===== src/hw/cfe_consts.svh =====
// offsets, field positions, reset values and codes of the feature block
`ifndef CFE_CONSTS_SVH
`define CFE_CONSTS_SVH
// ==========================================================
// configuration space byte offsets
`define CFE_OFS_CMD_STAT    8'h04
`define CFE_OFS_BAR0        8'h10
`define CFE_OFS_CIS         8'h28
`define CFE_OFS_ROM         8'h30
`define CFE_OFS_CAP         8'h34
// ==========================================================
// feature enable word bit positions
`define CFE_EN_BAR_LSB      0
`define CFE_EN_ROM_PRESET   6
`define CFE_EN_ROM_DECODE   7
`define CFE_EN_CAP_CHAIN    8
`define CFE_EN_CIS          9
`define CFE_EN_IACK         10
`define CFE_EN_RESERVED     11
`define CFE_EN_ARBITER      12
// ==========================================================
// register fields and reset values
`define CFE_STAT_CAP_BIT    4
`define CFE_CMD_IO_BIT      0
`define CFE_CMD_MEM_BIT     1
`define CFE_CMD_MST_BIT     2
`define CFE_CMD_WR_MASK     16'h0007
`define CFE_ROM_EN_BIT      0
`define CFE_RST_WORD        32'h0000_0000
`define CFE_RST_CMD         16'h0000
// ==========================================================
// bus command codes
`define CFE_CMD_IACK        4'h0
`define CFE_CMD_IO_RD       4'h2
`define CFE_CMD_IO_WR       4'h3
`define CFE_CMD_MEM_RD      4'h6
`define CFE_CMD_MEM_WR      4'h7
`define CFE_CMD_MEM_RDM     4'hc
`define CFE_CMD_MEM_RDL     4'he
`define CFE_CMD_MEM_WRI     4'hf
`endif


===== src/hw/cfe_pkg.sv =====
// types shared by the configuration feature block
package cfe_pkg;
  // ==========================================================
  // one configuration access from the bus target engine
  typedef struct packed {
    logic        we;     // write when set, read otherwise
    logic [5:0]  dw;     // dword index, byte offset / 4
    logic [3:0]  be;     // byte enables, active high
    logic [31:0] wdata;  // write data
  } cfe_cfg_req_t;
  // one decoded bus transaction address phase
  typedef struct packed {
    logic [3:0]  cmd;    // bus command code
    logic [31:0] addr;   // low address dword
    logic [31:0] addr_hi; // upper address, zero for single cycle
  } cfe_txn_t;
  // ==========================================================
  // sequencer states, one-hot
  typedef enum logic [1:0] {
    CFE_ST_LOAD = 2'b01,
    CFE_ST_RUN  = 2'b10
  } cfe_state_t;
endpackage : cfe_pkg


===== src/hw/cfe_feature_cfg.sv =====
// configuration header feature logic steered by the enable word
// Summary of operation
// - master features act only in master variants
// - 64-bit BAR on pair 0/1 or 1/2
// - six BAR bits preload preset base addresses
// - bit 6 preloads preset ROM base
// - bit 7: ROM size from configured size value, from the preset value when bit 6 is set
// - bit 7 clear: ROM BAR reads zero
// - bit 8 sets capability flag and pointer
// - bit 9 clear: info pointer reads zero
// - bit 10 selects interrupt-acknowledge response
// - acknowledge handled as ordinary memory read
// - bit 12 does not change the request tri-state
// - preset ROM read back and hit compare
// - capability pointer is 8-bit constant
`timescale 1ns/100ps
`include "cfe_consts.svh"
module cfe_feature_cfg (
  input  wire logic                  mclk,
  input  wire logic                  sys_rst,
  input  wire logic                  clk_en,
  // build-time configuration, held stable
  input  wire logic [31:0]           enable_bits,
  input  wire logic                  master_capable,
  input  wire logic [31:0]           bar_preset_value [0:5],
  input  wire logic [31:0]           bar_write_mask [0:5],
  input  wire logic [31:0]           bar_attr_bits [0:5],
  input  wire logic                  bar64_enable,
  input  wire logic                  bar64_pair_sel,
  input  wire logic [31:0]           rom_bar_preset_value,
  input  wire logic [31:0]           rom_bar_size_value,
  input  wire logic [7:0]            capability_pointer_value,
  input  wire logic [31:0]           cardbus_info_pointer_value,
  // configuration access
  input  wire logic                  cfg_valid,
  input  wire cfe_pkg::cfe_cfg_req_t cfg_req,
  output logic                       cfg_ack,
  output logic [31:0]                cfg_rdata,
  // transaction address phase
  input  wire logic                  txn_valid,
  input  wire cfe_pkg::cfe_txn_t     txn,
  output logic                       txn_claim,
  output logic [5:0]                 txn_bar_hit,
  output logic                       txn_rom_hit,
  output logic                       loc_read_req,
  output logic                       loc_read_is_iack,
  // bus request and grant
  input  wire logic                  master_req_n,
  input  wire logic                  gnt_n,
  output logic                       req_n_o,
  output logic                       req_n_oe,
  output logic                       master_granted
);
  // ==========================================================
  // helper functions
  // merge write data into a word under byte enables and a mask
  function automatic logic [31:0] cfe_merge(
    input logic [31:0] old_w,
    input logic [31:0] new_w,
    input logic [3:0]  be,
    input logic [31:0] wmask
  );
    logic [31:0] sel;
    sel = {{8{be[3]}}, {8{be[2]}}, {8{be[1]}}, {8{be[0]}}} & wmask;
    cfe_merge = (old_w & ~sel) | (new_w & sel);
  endfunction : cfe_merge

  // compare address against a base over the decoded bits only
  function automatic logic cfe_match(
    input logic [31:0] addr,
    input logic [31:0] base,
    input logic [31:0] dmask
  );
    cfe_match = ((addr ^ base) & dmask) == 32'h0000_0000;
  endfunction : cfe_match

  // ==========================================================
  // state
  cfe_pkg::cfe_state_t state_r;      // sequencer
  cfe_pkg::cfe_state_t state_nxt;
  logic [31:0]         feat_r;       // captured enable word
  logic [15:0]         cmd_r;        // command register
  logic [31:0]         bar_r [0:5];  // base address registers
  logic [31:0]         rom_r;        // expansion rom base
  logic                cfg_ack_r;
  logic [31:0]         cfg_rdata_r;
  logic                claim_r;
  logic [5:0]          bar_hit_r;
  logic                rom_hit_r;
  logic                loc_rd_r;
  logic                loc_iack_r;

  // ==========================================================
  // feature decode
  wire        run        = state_r == cfe_pkg::CFE_ST_RUN;
  wire        f_rom_pre  = feat_r[`CFE_EN_ROM_PRESET];
  wire        f_rom_dec  = feat_r[`CFE_EN_ROM_DECODE];
  wire        f_cap      = feat_r[`CFE_EN_CAP_CHAIN];
  wire        f_cis      = feat_r[`CFE_EN_CIS];
  wire        f_iack     = feat_r[`CFE_EN_IACK];
  // arbiter option only exists where there is a master
  wire        f_arb      = feat_r[`CFE_EN_ARBITER] & master_capable;
  // bit 11 is dropped at capture, so nothing below can react to it
  wire        io_en      = cmd_r[`CFE_CMD_IO_BIT];
  wire        mem_en     = cmd_r[`CFE_CMD_MEM_BIT];
  wire        cmd_wr_hit = cfg_valid & cfg_req.we & run;
  wire [7:0]  cfg_ofs    = {cfg_req.dw, 2'b00};

  // master enable is writable only in a master variant
  wire [15:0] cmd_wmask  = master_capable ? `CFE_CMD_WR_MASK :
                           (`CFE_CMD_WR_MASK &
                            ~(16'h0001 << `CFE_CMD_MST_BIT));

  // status word: capability flag follows bit 8
  wire [15:0] stat_w     = {11'h000, f_cap, 4'h0};

  // ==========================================================
  // command classes
  wire t_iack   = txn.cmd == `CFE_CMD_IACK;
  wire t_io     = (txn.cmd == `CFE_CMD_IO_RD) |
                  (txn.cmd == `CFE_CMD_IO_WR);
  wire t_mem_rd = (txn.cmd == `CFE_CMD_MEM_RD)  |
                  (txn.cmd == `CFE_CMD_MEM_RDM) |
                  (txn.cmd == `CFE_CMD_MEM_RDL);
  wire t_mem    = t_mem_rd | (txn.cmd == `CFE_CMD_MEM_WR) |
                  (txn.cmd == `CFE_CMD_MEM_WRI);

  // ==========================================================
  // 64-bit pair placement: only 0/1 or 1/2 are possible
  wire [2:0]  pair_lo = bar64_pair_sel ? 3'd1 : 3'd0;
  wire [2:0]  pair_hi = bar64_pair_sel ? 3'd2 : 3'd1;
  wire [31:0] hi_base = bar_r[pair_hi];
  wire [31:0] hi_mask = bar_write_mask[pair_hi];
  // upper half matches the upper address over its decoded bits
  wire        hi_ok   = cfe_match(txn.addr_hi, hi_base, hi_mask);
  wire        hi_zero = txn.addr_hi == 32'h0000_0000;

  // ==========================================================
  // base address registers, one per slot
  logic [31:0] bar_rd [0:5];  // read view of each slot
  logic [5:0]  bar_hit;       // combinational hit per slot
  genvar gi;
  generate
    for (gi = 0; gi < 6; gi++) begin : g_bar
      wire is_lo  = bar64_enable & (pair_lo == 3'(gi));
      wire is_hi  = bar64_enable & (pair_hi == 3'(gi));
      wire is_iob = bar_attr_bits[gi][0];
      wire wr_me  = cmd_wr_hit &
                    (cfg_ofs == (`CFE_OFS_BAR0 + 8'(4 * gi)));
      // read shows writable base bits over fixed attribute bits
      assign bar_rd[gi] = (bar_r[gi] & bar_write_mask[gi]) |
                          (bar_attr_bits[gi] & ~bar_write_mask[gi]);
      // upper half of a pair never claims on its own
      assign bar_hit[gi] = ~is_hi &
        (is_iob ? (t_io & io_en) : ((t_mem | t_iack) & mem_en)) &
        cfe_match(txn.addr, bar_r[gi], bar_write_mask[gi]) &
        (is_lo ? hi_ok : hi_zero);

      // preset base loaded when the slot bit is set
      always_ff @(posedge mclk) begin
        if (sys_rst) begin
          bar_r[gi] <= `CFE_RST_WORD;
        end else if (clk_en) begin
          if (state_r == cfe_pkg::CFE_ST_LOAD) begin
            bar_r[gi] <= enable_bits[`CFE_EN_BAR_LSB + gi] ?
                         bar_preset_value[gi] : `CFE_RST_WORD;
          end else if (wr_me) begin
            bar_r[gi] <= cfe_merge(bar_r[gi], cfg_req.wdata,
                                   cfg_req.be, bar_write_mask[gi]);
          end
        end
      end
    end
  endgenerate

  // ==========================================================
  // expansion rom decode
  // writable bits come from the size value, plus the enable bit
  wire [31:0] rom_dmask = rom_bar_size_value & 32'hffff_f800;
  wire [31:0] rom_wmask = rom_dmask |
                          (32'h0000_0001 << `CFE_ROM_EN_BIT);
  // preset mode fixes the base; the register is not writable
  wire [31:0] rom_base  = f_rom_pre ? rom_bar_preset_value : rom_r;
  wire [31:0] rom_pmask = rom_bar_preset_value & 32'hffff_f800;
  wire [31:0] rom_rd    = ~f_rom_dec ? `CFE_RST_WORD :
                          (f_rom_pre ? rom_bar_preset_value :
                           (rom_r & rom_wmask));
  wire        rom_on    = f_rom_dec & mem_en &
                          (f_rom_pre | rom_r[`CFE_ROM_EN_BIT]);
  wire        rom_hit   = rom_on & t_mem_rd & hi_zero &
                          cfe_match(txn.addr, rom_base,
                                    f_rom_pre ? rom_pmask : rom_dmask);
  wire        rom_wr    = cmd_wr_hit & (cfg_ofs == `CFE_OFS_ROM) &
                          f_rom_dec & ~f_rom_pre;

  // rom base register; preset applied once at load
  always_ff @(posedge mclk) begin
    if (sys_rst) begin
      rom_r <= `CFE_RST_WORD;
    end else if (clk_en) begin
      if (state_r == cfe_pkg::CFE_ST_LOAD) begin
        rom_r <= enable_bits[`CFE_EN_ROM_PRESET] ?
                 rom_bar_preset_value : `CFE_RST_WORD;
      end else if (rom_wr) begin
        rom_r <= cfe_merge(rom_r, cfg_req.wdata, cfg_req.be, rom_wmask);
      end
    end
  end

  // ==========================================================
  // configuration read mux
  logic [31:0] rd_mux;
  always_comb begin
    rd_mux = `CFE_RST_WORD;
    for (int k = 0; k < 6; k++) begin
      if (cfg_ofs == (`CFE_OFS_BAR0 + 8'(4 * k))) begin
        rd_mux = bar_rd[k];
      end
    end
    case (cfg_ofs)
      `CFE_OFS_CMD_STAT: rd_mux = {stat_w, cmd_r};
      `CFE_OFS_ROM:      rd_mux = rom_rd;
      // zero unless the info pointer is enabled
      `CFE_OFS_CIS:      rd_mux = f_cis ? cardbus_info_pointer_value :
                                  `CFE_RST_WORD;
      // pointer byte only with the chain enabled
      `CFE_OFS_CAP:      rd_mux = {24'h00_0000,
                                   f_cap ? capability_pointer_value :
                                   8'h00};
      default:           ;
    endcase
  end

  // ==========================================================
  // sequencer: capture enable word after reset release
  always_comb begin
    case (state_r)
      cfe_pkg::CFE_ST_LOAD: state_nxt = cfe_pkg::CFE_ST_RUN;
      cfe_pkg::CFE_ST_RUN:  state_nxt = cfe_pkg::CFE_ST_RUN;
      default:              state_nxt = cfe_pkg::CFE_ST_LOAD;
    endcase
  end

  // straps are sampled in the load state, never under reset
  always_ff @(posedge mclk) begin
    if (sys_rst) begin
      state_r <= cfe_pkg::CFE_ST_LOAD;
      feat_r  <= `CFE_RST_WORD;
    end else if (clk_en) begin
      state_r <= state_nxt;
      if (state_r == cfe_pkg::CFE_ST_LOAD) begin
        feat_r <= enable_bits &
                  ~(32'h0000_0001 << `CFE_EN_RESERVED);
      end
    end
  end

  // command register writes, merged at full width then cut to 16
  wire [31:0] cmd_merged = cfe_merge({16'h0000, cmd_r}, cfg_req.wdata,
                                     cfg_req.be, {16'h0000, cmd_wmask});
  always_ff @(posedge mclk) begin
    if (sys_rst) begin
      cmd_r <= `CFE_RST_CMD;
    end else if (clk_en && cmd_wr_hit &&
                 cfg_ofs == `CFE_OFS_CMD_STAT) begin
      cmd_r <= cmd_merged[15:0];
    end
  end

  // ==========================================================
  // config answer, one cycle after the request
  always_ff @(posedge mclk) begin
    if (sys_rst) begin
      cfg_ack_r   <= 1'b0;
      cfg_rdata_r <= `CFE_RST_WORD;
    end else if (clk_en) begin
      cfg_ack_r <= cfg_valid & run;
      if (cfg_valid && run && !cfg_req.we) begin
        cfg_rdata_r <= rd_mux;
      end
    end
  end

  // ==========================================================
  // transaction claim; acknowledge is taken as a memory read
  wire iack_take = t_iack & f_iack;
  wire any_bar   = |bar_hit;
  wire take      = txn_valid & run &
                   (iack_take | (~t_iack & (any_bar | rom_hit)));

  always_ff @(posedge mclk) begin
    if (sys_rst) begin
      claim_r    <= 1'b0;
      bar_hit_r  <= 6'h00;
      rom_hit_r  <= 1'b0;
      loc_rd_r   <= 1'b0;
      loc_iack_r <= 1'b0;
    end else if (clk_en) begin
      claim_r    <= take;
      bar_hit_r  <= (take & ~t_iack) ? bar_hit : 6'h00;
      rom_hit_r  <= take & ~t_iack & rom_hit;
      // same local read strobe as a memory read
      loc_rd_r   <= take & (t_mem_rd | t_iack);
      // tells the local side to supply the vector
      loc_iack_r <= take & t_iack;
    end
  end

  // ==========================================================
  // bus request drive
  // with or without the arbiter option the pin floats until running;
  // bit 12 is only seen once running, so it changes nothing here
  wire req_drive = f_arb | (master_capable & run);
  assign req_n_o        = (master_capable & run) ? master_req_n : 1'b1;
  assign req_n_oe       = req_drive;
  // grant from internal arbiter logic or a pin, same input
  assign master_granted = master_capable & run & ~gnt_n;

  assign cfg_ack          = cfg_ack_r;
  assign cfg_rdata        = cfg_rdata_r;
  assign txn_claim        = claim_r;
  assign txn_bar_hit      = bar_hit_r;
  assign txn_rom_hit      = rom_hit_r;
  assign loc_read_req     = loc_rd_r;
  assign loc_read_is_iack = loc_iack_r;
endmodule : cfe_feature_cfg


===== config.mk =====
export PLATFORM = sky130hd
export DESIGN_NAME = cfe_feature_cfg
export DESIGN_NICKNAME = d
export VERILOG_FILES = /design/src/hw/cfe_pkg.sv /design/src/hw/cfe_feature_cfg.sv
export VERILOG_INCLUDE_DIRS = /design/src /design/src/hw
export SDC_FILE = /design/constraint.sdc
export NUM_CORES = 1
export LEC_CHECK = 0
export ABC_AREA = 1
export BUFFER_PORTS_ARGS = -buffer_cell sky130_fd_sc_hd__buf_4
export CAP_MARGIN = 20
export CORE_AREA = 2 2 341 343
export CTS_CLUSTER_SIZE = 8
export DETAILED_ROUTE_END_ITERATION = 10
export DIE_AREA = 0 0 343 345
export PLACE_DENSITY = 0.49
export RECOVER_POWER = 100
export SYNTH_ARGS = -nofsm -noshare
export SYNTH_HDL_FRONTEND = slang
export SYNTH_SLANG_ARGS = --single-unit

===== constraint.sdc =====
create_clock -name mclk -period 3.4 [get_ports mclk]
set_input_delay 0.68 -clock mclk [delete_from_list [all_inputs] [get_ports mclk]]
set_output_delay 0.68 -clock mclk [all_outputs]
set_load 0.005 [all_outputs]

# After elaboration in Yosys (flattened, before gate mapping)
# Memories as Yosys holds them, arrays and structs flattened.
# Cells that the tools add are included.
[word_totals] reg_bits=105 latch_bits=0 ramBits=192 rom_bits=0 input_bits=833 out_inout_bits=46 word_cells=330 memories=1
[memory_table] name="bar_r" words=6 width=32 read_ports=7 rd_ports_with_merged_regs=0 wr=6 line_no="cfe_feature_cfg.sv:83" text="logic [31:0] bar_r [0:5];"
[op_classes] add_sub_neg=0 n_mul=0 n_div=0 order_cmp=1 n_eq_ne=29 n_shift=0 n_mux=91 n_bitwise=174 reduce_logical=23
[ops] op="$and A32 B32 Y32" n=42
[ops] op="$mux W32" n=34
[ops] op="$not A32 Y32" n=13
[ops] op="$or A32 B32 Y32" n=13
[ops] op="$logic_not A32 Y1" n=9
[ops] op="$xor A32 B32 Y32" n=8
[ops] op="$pmux W32 S4" n=1
[ops] op="$bmux W32 S3" n=1
[ops] op="$and A1 B1 Y1" n=60
[ops] op="$mux W1" n=50
[ops] op="$and A16 B16 Y16" n=2
[ops] op="$eq A6 B4 Y1 const B" n=5
[ops] op="$eq A6 B3 Y1 const B" n=4
[ops] op="$or A1 B1 Y1" n=23
[ops] op="$and A16 B3 Y16" n=1
[ops] op="$not A16 Y16" n=1
[ops] op="$or A16 B16 Y16" n=1
[ops] op="$eq A4 B4 Y1 const B" n=3
[ops] op="$not A1 Y1" n=9
[ops] op="$eq A4 B2 Y1 const B" n=2
[ops] op="$eq A4 B3 Y1 const B" n=2
[ops] op="$mux W8" n=1
[ops] op="$eq A1 B3 Y1 const B" n=2
[ops] op="$eq A2 B2 Y1 const B" n=3
[ops] op="18 further kinds" n=28

# Logic depth before layout (Yosys ltp)
# Gate-level depths: netlist (run 1).
[depth] depth_word=18 depth_mapped=17 ltp_nobuf=15

# Least setup slack after synthesis (run 1)
# Ideal clock, no wire load.
[synth_path] path_type="input port to flip-flop" from="in cfg_req[41] (netlist name)" to="mem bar_r[4][0] (enable)" setup_ns=0.389 arrival_ns=2.306 required_ns=3.011 slack_ns=0.705 path_stages=6 path_buffers=1 path_cell_list="nor2_4 > nand3_2 > nor2_1 > nand2_1 > clkbuf_1 > nand2_1"
[synth_lines] element="start, declared" line_no="cfe_feature_cfg.sv:36" text="input wire cfe_pkg::cfe_cfg_req_t cfg_req,"
[synth_lines] element="end, declared" line_no="cfe_feature_cfg.sv:83"

# Worst setup path after layout (run 1)
[layout_path] from="in cfg_req[39] (netlist name)" to="reg cfg_rdata_r[19], in the netlist cfg_rdata[19]"
[layout_between] elab_chain_cells=8 elab_cells_between_ends=17
[layout_rtl] element="$eq A6 B3 Y1" line_no="cfe_feature_cfg.sv:216" text="if (cfg_ofs == (`CFE_OFS_BAR0 + 8'(4 * k))) begin"
[layout_rtl] element="$mux W32 (6 in a row)" line_no="cfe_feature_cfg.sv:216"
[layout_rtl] element="$pmux W32 S4 (*)" line_no="cfe_feature_cfg.sv:220" text="case (cfg_ofs)"
[layout_rtl] element="end signal, assigned" line_no="cfe_feature_cfg.sv:275" text="cfg_rdata_r <= `CFE_RST_WORD;"
[layout_rtl] element="end signal, assigned" line_no="cfe_feature_cfg.sv:279" text="cfg_rdata_r <= rd_mux;"
[layout_rtl] element="end, declared" line_no="cfe_feature_cfg.sv:86" text="logic [31:0] cfg_rdata_r;"
# Every way passes the cells marked *; elsewhere a longest branch is shown, timed or not.
# A chain may end at the register's enable or synchronous reset.

==> results.yml, run 1 <==
status:
  outcome: "finished with violations"
  failed_checks: "max-capacitance violations, max-slew violations"
timing:
  finClkSkew_ps: 31.4
  clock.fmax_mhz: 320
  min_period_ps: 3120
  slew_viol_final: 24
  setup_tns_ps: 0
  relSlewSlack_pct: -14.5
  worstMarginPinSlew_ps: 1710
  finalCritPeriodShare_pct: 91.8
  rsz0062_at_grt: "false"
  final.setup.worst_slack_ps: 279
  final_hold_viol_count: 0
  setup_viol: 0
place:
  port_buffers: 847
  dp_hpwl_mm: 158
  dp_cells: 6402
  pre_cts_ws_ps: 251
  gp_congestion: 0.961
worst_setup_path:
  worst-path-buf-inv: 3
  critical_path.max_fanout: 17
  crit_chain: "buf_4 > inv_2 > nand2_1 > nor2_1 > clkbuf_2 > nand2_1 > o211ai_1 > a2111oi_0 > a31oi_1"
  critPathTopFamily: "compound AO/OA/AOI/OAI gates"
  cp_data_arrival_time_ps: 3550
  critPathKind: "input pin to register"
  max_stage_delay_ps: 1220
  crit_top_cell: "nand2_1"
  critPathRequiredTime_ps: 3830
  critPathSlowestCell: "a2111oi_0"
  end_kind: "register"
  critPathLaunchType: "input pin"
cells_and_area:
  areaGrowthSynthToFinish_pct: 39.0
  num-nets-final: 5757
  finalNonFillerCells: 6512
  drive_gt1_share_pct: 22.6
cts:
  cts_setup_buffers: 0
  cts_root_buf: "clkbuf_16"
  cts_buffers: 42
  cts_tree: "built"
  cts_max_level: 2
  cts_resized: 0
  max-clock-path-buffers: 3
  hold_buffers: 0
  clock_sinks: 268
  clk_pin_slew_worst_paths_ps: 50
  worstSkewPairLatency_ps: 640
detailed_routing:
  ant_nets: 0
  vias: 33900
  drt_wl_total_mm: 197
  via_per_inst: 5.20
  first_pass_iters: 6
  drt-initial-drc-count: 3765
  wire_per_inst_um: 30.2
  drc: 0
grt:
  grt_overflow_total: 0
  antenna_found_initial: 58
  grt_pass1_vias: 31600
  grt_usage_pct: 31.9
  grt_start_max_net_pins: 74
  grt_first_pass_wirelength_mm: 261
logic_synthesis:
  synth_area_leaders: "edfxtp_1 23%, nand2_1 21%, nand3_1 8.9%"
  syn-num-nets: 4948
  netlist.area_leader.share_pct: 22.8
  ys_seq_elements: 268
  synthTopCellsByCount: "1435 x nand2_1, 475 x inv_1, 449 x nand3_1"
  yosysSeqAreaShare_pct: 28.9
  syn_area_sq_um: 25300
  synth_cells: 4113
  synth_top_flop_cell: "edfxtp_1"
  synth_cell_type_count: 52
  syn_avg_cell_area_sq_um: 6.14
  synth_edf_count: 192
  async_reset_ff_share_pct: 0
  yosysMostFrequentCell: "nand2_1"
  ys.warnings.count: 0
  yosysTopAreaCell: "edfxtp_1"
die:
  fp.dieH_um: 345
  dieArea_sq_um: 118000
  initial_core_util_pct: 21.9
  ios: 879
  core_region_area_sq_um: 115000
  rows: 125
  die_w_um: 343
power:
  power_density_nw_per_um2: 345
  p_sw_mw: 4.51
  leakage_nw: 16.9
  combinationalPowerShare_pct: 30.7
  switching_share_pct: 37.2
  p_clk_share_pct: 36.4
  power_frac_seq_pct: 32.9
  intPower_mw: 7.61
  p_total_mw: 12.1
  ir_drop_v: 0.000388
hold_path:
  hp-class: "input pin to register"
job:
  drv_cap: 2
stage by stage:
stage	hold WS [ps]	util (%)	instance area [sq um]
after global routing	258	30.5	35100
after CTS	236	30.6	35200
after floorplan	434	-	25300
after global placement	454	29.5	34000
final	263	30.5	35100
after detailed placement	459	29.5	34000
layout by cell type (no fill, tap or decap), drive strengths merged, types with 40 or more instances in the layout:
cell type	n
nor3	40
buf	906
nand3	451
nand2	1435
a21oi	145
nand4	51
dfxtp	76
mux2i	49
or2	56
clkbuf	130
mux2	56
inv	480
nor2	293
o21ai	247
edfxtp	192
o31ai	152
power by group through the flow:
stage / clock, mW / combinational [mW] / sequential, mW
final: 4.41 / 3.72 / 3.99
after global routing: 4.56 / 3.96 / 4.02
after CTS: 4.45 / 3.68 / 3.98
after detailed placement: 0 / 3.66 / 4.05
after global placement: 0 / 3.63 / 4.04
after floorplan: 0 / 1.56 / 3.98
path summary, 6_finish.rpt:
| kind | from | endpoint | slack [ps] | cells past startpoint |
|---|---|---|---|---|
| max | cfg_req[39] | cfg_rdata[19] | 280 | 9 |
| min | enable_bits[12] | feat_r[12] | 260 | 3 |
| max reg2reg | state_r[0] | bar_r[4][11] | 420 | 14 |
| min reg2reg | txn_bar_hit[1] | txn_bar_hit[1] | 470 | 2 |
final cells by class:
class                   count  area [sq um]
repair buffers            968          7390
well taps                1524          1910
clock buffers              68          1200
clock inverters             6          70.1
fillers                 12900         80000
inverters                 485          1820
multi-input cells        3157         15300
diodes                     36          90.1
flip-flops and latches    268          7290
routing by layer:
layer  wire length, um  share of wire (%)  global-route usage (%)  vias up
met5               239               0.12                       0        -
met4             11200                5.7                    16.3       40
met3             19100                9.7                    7.11      408
met2             88100                 45                    50.7     1969
met1             78100                 40                    40.4    16100
li1                  -                  -                       -    15400
tightest hold or removal path: stages:
cell     delay (ps)
buf_4            80
nand2_1          40
o21ai_0          50
cells by family (layout without fill, tap and decap cells):
group,Yosys count,in the layout,share of synthesized area [%]
buf+inv,688,1527,10.5
compound gates,692,692,16.8
simple gates,2341,2341,38.7
flops,268,268,28.9
other cells,0,36,0
xor+xnor,17,17,0.590
fa+ha+maj,2,2,0.0991
mux,105,105,4.44
(Power assumes the default switching activity.)
==> run 2, diff against run 1 <==
CELL_PAD_IN_SITES_DETAIL_PLACEMENT = 1   (was unset)
CELL_PAD_IN_SITES_GLOBAL_PLACEMENT = 1   (was unset)
CORE_AREA = 2 2 344 346   (was 2 2 341 343)
DIE_AREA = 0 0 346 348   (was 0 0 343 345)
PLACE_DENSITY = 0.63   (was 0.49)
==> run 2 against run 1 <==
  * The run now ends clean
  * Utilization fell by 0.49 points
  * Critical path depth unchanged
  * Non-clock buffer count down 3
  * Critical path type unchanged
  * Clock-buffer cell count is 1 lower
  * Global-route usage grew 0.52 points
  * Die area rose by 1.8%
  * Sequential share of layout area is essentially flat
  * Register-to-register slack hardly changed
  * Via count up 1.9%
  * Routed wire length increased by 3.4%
  * Highest routed layer unchanged
==> results.yml, run 2 (same netlist as run 1, synthesis figures left out) <==
timing:
  finClkSkew_ps: 26.0
  setup_viol: 0
  clock.fmax_mhz: 327
  relSlewSlack_pct: 3.86
  setup_tns_ps: 0
  min_period_ps: 3060
  final_hold_viol_count: 0
  slew_viol_final: 0
  worstMarginPinSlew_ps: 1440
  rsz0062_at_grt: "false"
  finalCritPeriodShare_pct: 90.0
cts:
  cts_setup_buffers: 0
  worstSkewPairLatency_ps: 630
  cts_max_level: 2
  max-clock-path-buffers: 3
  cts_buffers: 44
  cts_root_buf: "clkbuf_16"
  hold_buffers: 0
  cts_tree: "built"
  clk_pin_slew_worst_paths_ps: 60
  clock_sinks: 268
  cts_resized: 0
worst_setup_path:
  critPathKind: "input pin to register"
  critPathLaunchType: "input pin"
  crit_path_end: "cfg_rdata[3]"
  worst-path-buf-inv: 3
  end_kind: "register"
  crit_chain: "clkbuf_1 > nor2_4 > nand3_1 > nor2_1 > clkbuf_1 > a21oi_1 > a32o_1 > buf_4 > a31oi_1"
  cp_data_arrival_time_ps: 3600
  critPathTopFamily: "simple AND/OR/NAND/NOR gates"
  critPathRequiredTime_ps: 3940
  ff2ff_path_depth: 12
  cp-startpoint: "cfg_req[41]"
  r2r-start: "state_r[0]"
  r2r_slack_ps: 430
  max_stage_delay_ps: 860
  critPathSlowestCell: "nor2_1"
  crit_top_cell: "clkbuf_1"
  r2r-end: "bar_r[4][26]"
  critical_path.max_fanout: 8
  cp.depth: 9
grt:
  grt_util_met3_pct: 4.94
  grt_start_max_net_pins: 68
  grt_usage_pct: 32.5
  grt_pass1_vias: 34200
  met2_usage_pct: 52.8
  antenna_found_initial: 56
  use_met1_pct: 41.0
  grt_first_pass_wirelength_mm: 272
  busiest_layer: "met2"
  grt_overflow_total: 0
cells_and_area:
  register_area_sq_um: 7290
  areaGrowthSynthToFinish_pct: 39.0
  num-nets-final: 5756
  fillers: 14900
  layout_commonest_cell: "nand2_1"
  final_cell_mix: "1435 x nand2_1, 883 x buf_4, 475 x inv_1"
  finalNonFillerCells: 6522
  multi_input_area_sq_um: 15400
  design_area_sq_um: 35100
  drive_gt1_share_pct: 22.6
power:
  p_total_mw: 12.3
  power_density_nw_per_um2: 350
  leakage_nw: 16.8
  ir_drop_v: 0.000285
die:
  ios: 879
  fp.dieH_um: 348
  initial_core_util_pct: 21.6
  core_region_area_sq_um: 117000
  rows: 126
  die_w_um: 346
  dieArea_sq_um: 120000
detailed_routing:
  first_pass_iters: 5
  drt_wl_total_mm: 203
  vias: 34500
  ant_nets: 0
  drt-initial-drc-count: 3238
  drc: 0
  wire_per_inst_um: 31.2
  via_per_inst: 5.29
place:
  gp_congestion: 0.945
  dp_cells: 6411
  dp_hpwl_mm: 164
  port_buffers: 847
  placed_cell_area_sq_um: 33900
job:
  drv_cap: 0
status:
  outcome: "completed"
hold_path:
  hp-class: "input pin to register"
[run 2: cell count changes in the layout (fill, tap and decap cells not counted), moves of 2 or more]
cell / previous run / this run
buf_12: 20 / 15
clkbuf_16: 43 / 47
clkinv_2: 0 / 3
nor3_1: 37 / 34
nor3_4: 2 / 4
buf_4: 886 / 883
clkbuf_2: 12 / 8
clkbuf_1: 47 / 51
[run 2: metal layers]
metal | wire length, um | vias up | share of wire [%]
met2 | 92900 | 1703 | 46
li1 | - | 15400 | -
met3 | 14100 | 402 | 6.9
met1 | 83600 | 17000 | 41
met5 | 143 | - | 0.070
met4 | 12700 | 22 | 6.2
[run 2: metrics by stage]
step | util [%] | hold WS (ps) | setup WS [ps]
after detailed placement | 29.0 | 460 | 173
after CTS | 30.1 | 220 | 752
after global placement | 29.0 | 457 | 223
final | 30.0 | 260 | 339
after global routing | 30.0 | 252 | 252
after floorplan | - | 434 | 705
[run 2: how the worst min path moves through the flow]
stage,startpoint,to,slack (ps),cells after the start
floorplan,register,register,430,2
global placement,loc_read_req,loc_read_req,460,2
detailed placement,txn_bar_hit[3],txn_bar_hit[3],460,2
CTS,enable_bits[12],feat_r[12],220,3
global route,enable_bits[12],feat_r[12],250,3
finish,enable_bits[12],feat_r[12],260,3
[run 2: worst reg2reg max path, cell delays in order (launching register included)]
cell	delay (ps)
dfxtp_1	330
inv_1	60
ha_1	230
nand2_1	100
nor2_1	90
inv_1	90
nor2_1	230
inv_1	150
nor3_2	120
buf_4	190
nand2_1	110
nand2_1	90
clkbuf_2	780
[run 2: power by group]
| part | switching [mW] | internal, mW | leakage, nW |
|---|---|---|---|
| Clock | 1.96 | 2.60 | 0.652 |
| Combinational | 2.41 | 1.34 | 13.5 |
| Sequential | 0.212 | 3.78 | 2.69 |
[run 2: layout make-up]
type / count / share of cell area (%)
sequential: 268 / 20.8
tap: 1536 / 5.47
clock inverter: 9 / 0.153
inverter: 485 / 5.19
multi-input combinational: 3157 / 43.8
clock buffer: 67 / 3.68
antenna: 35 / 0.249
timing repair buffer: 965 / 20.7
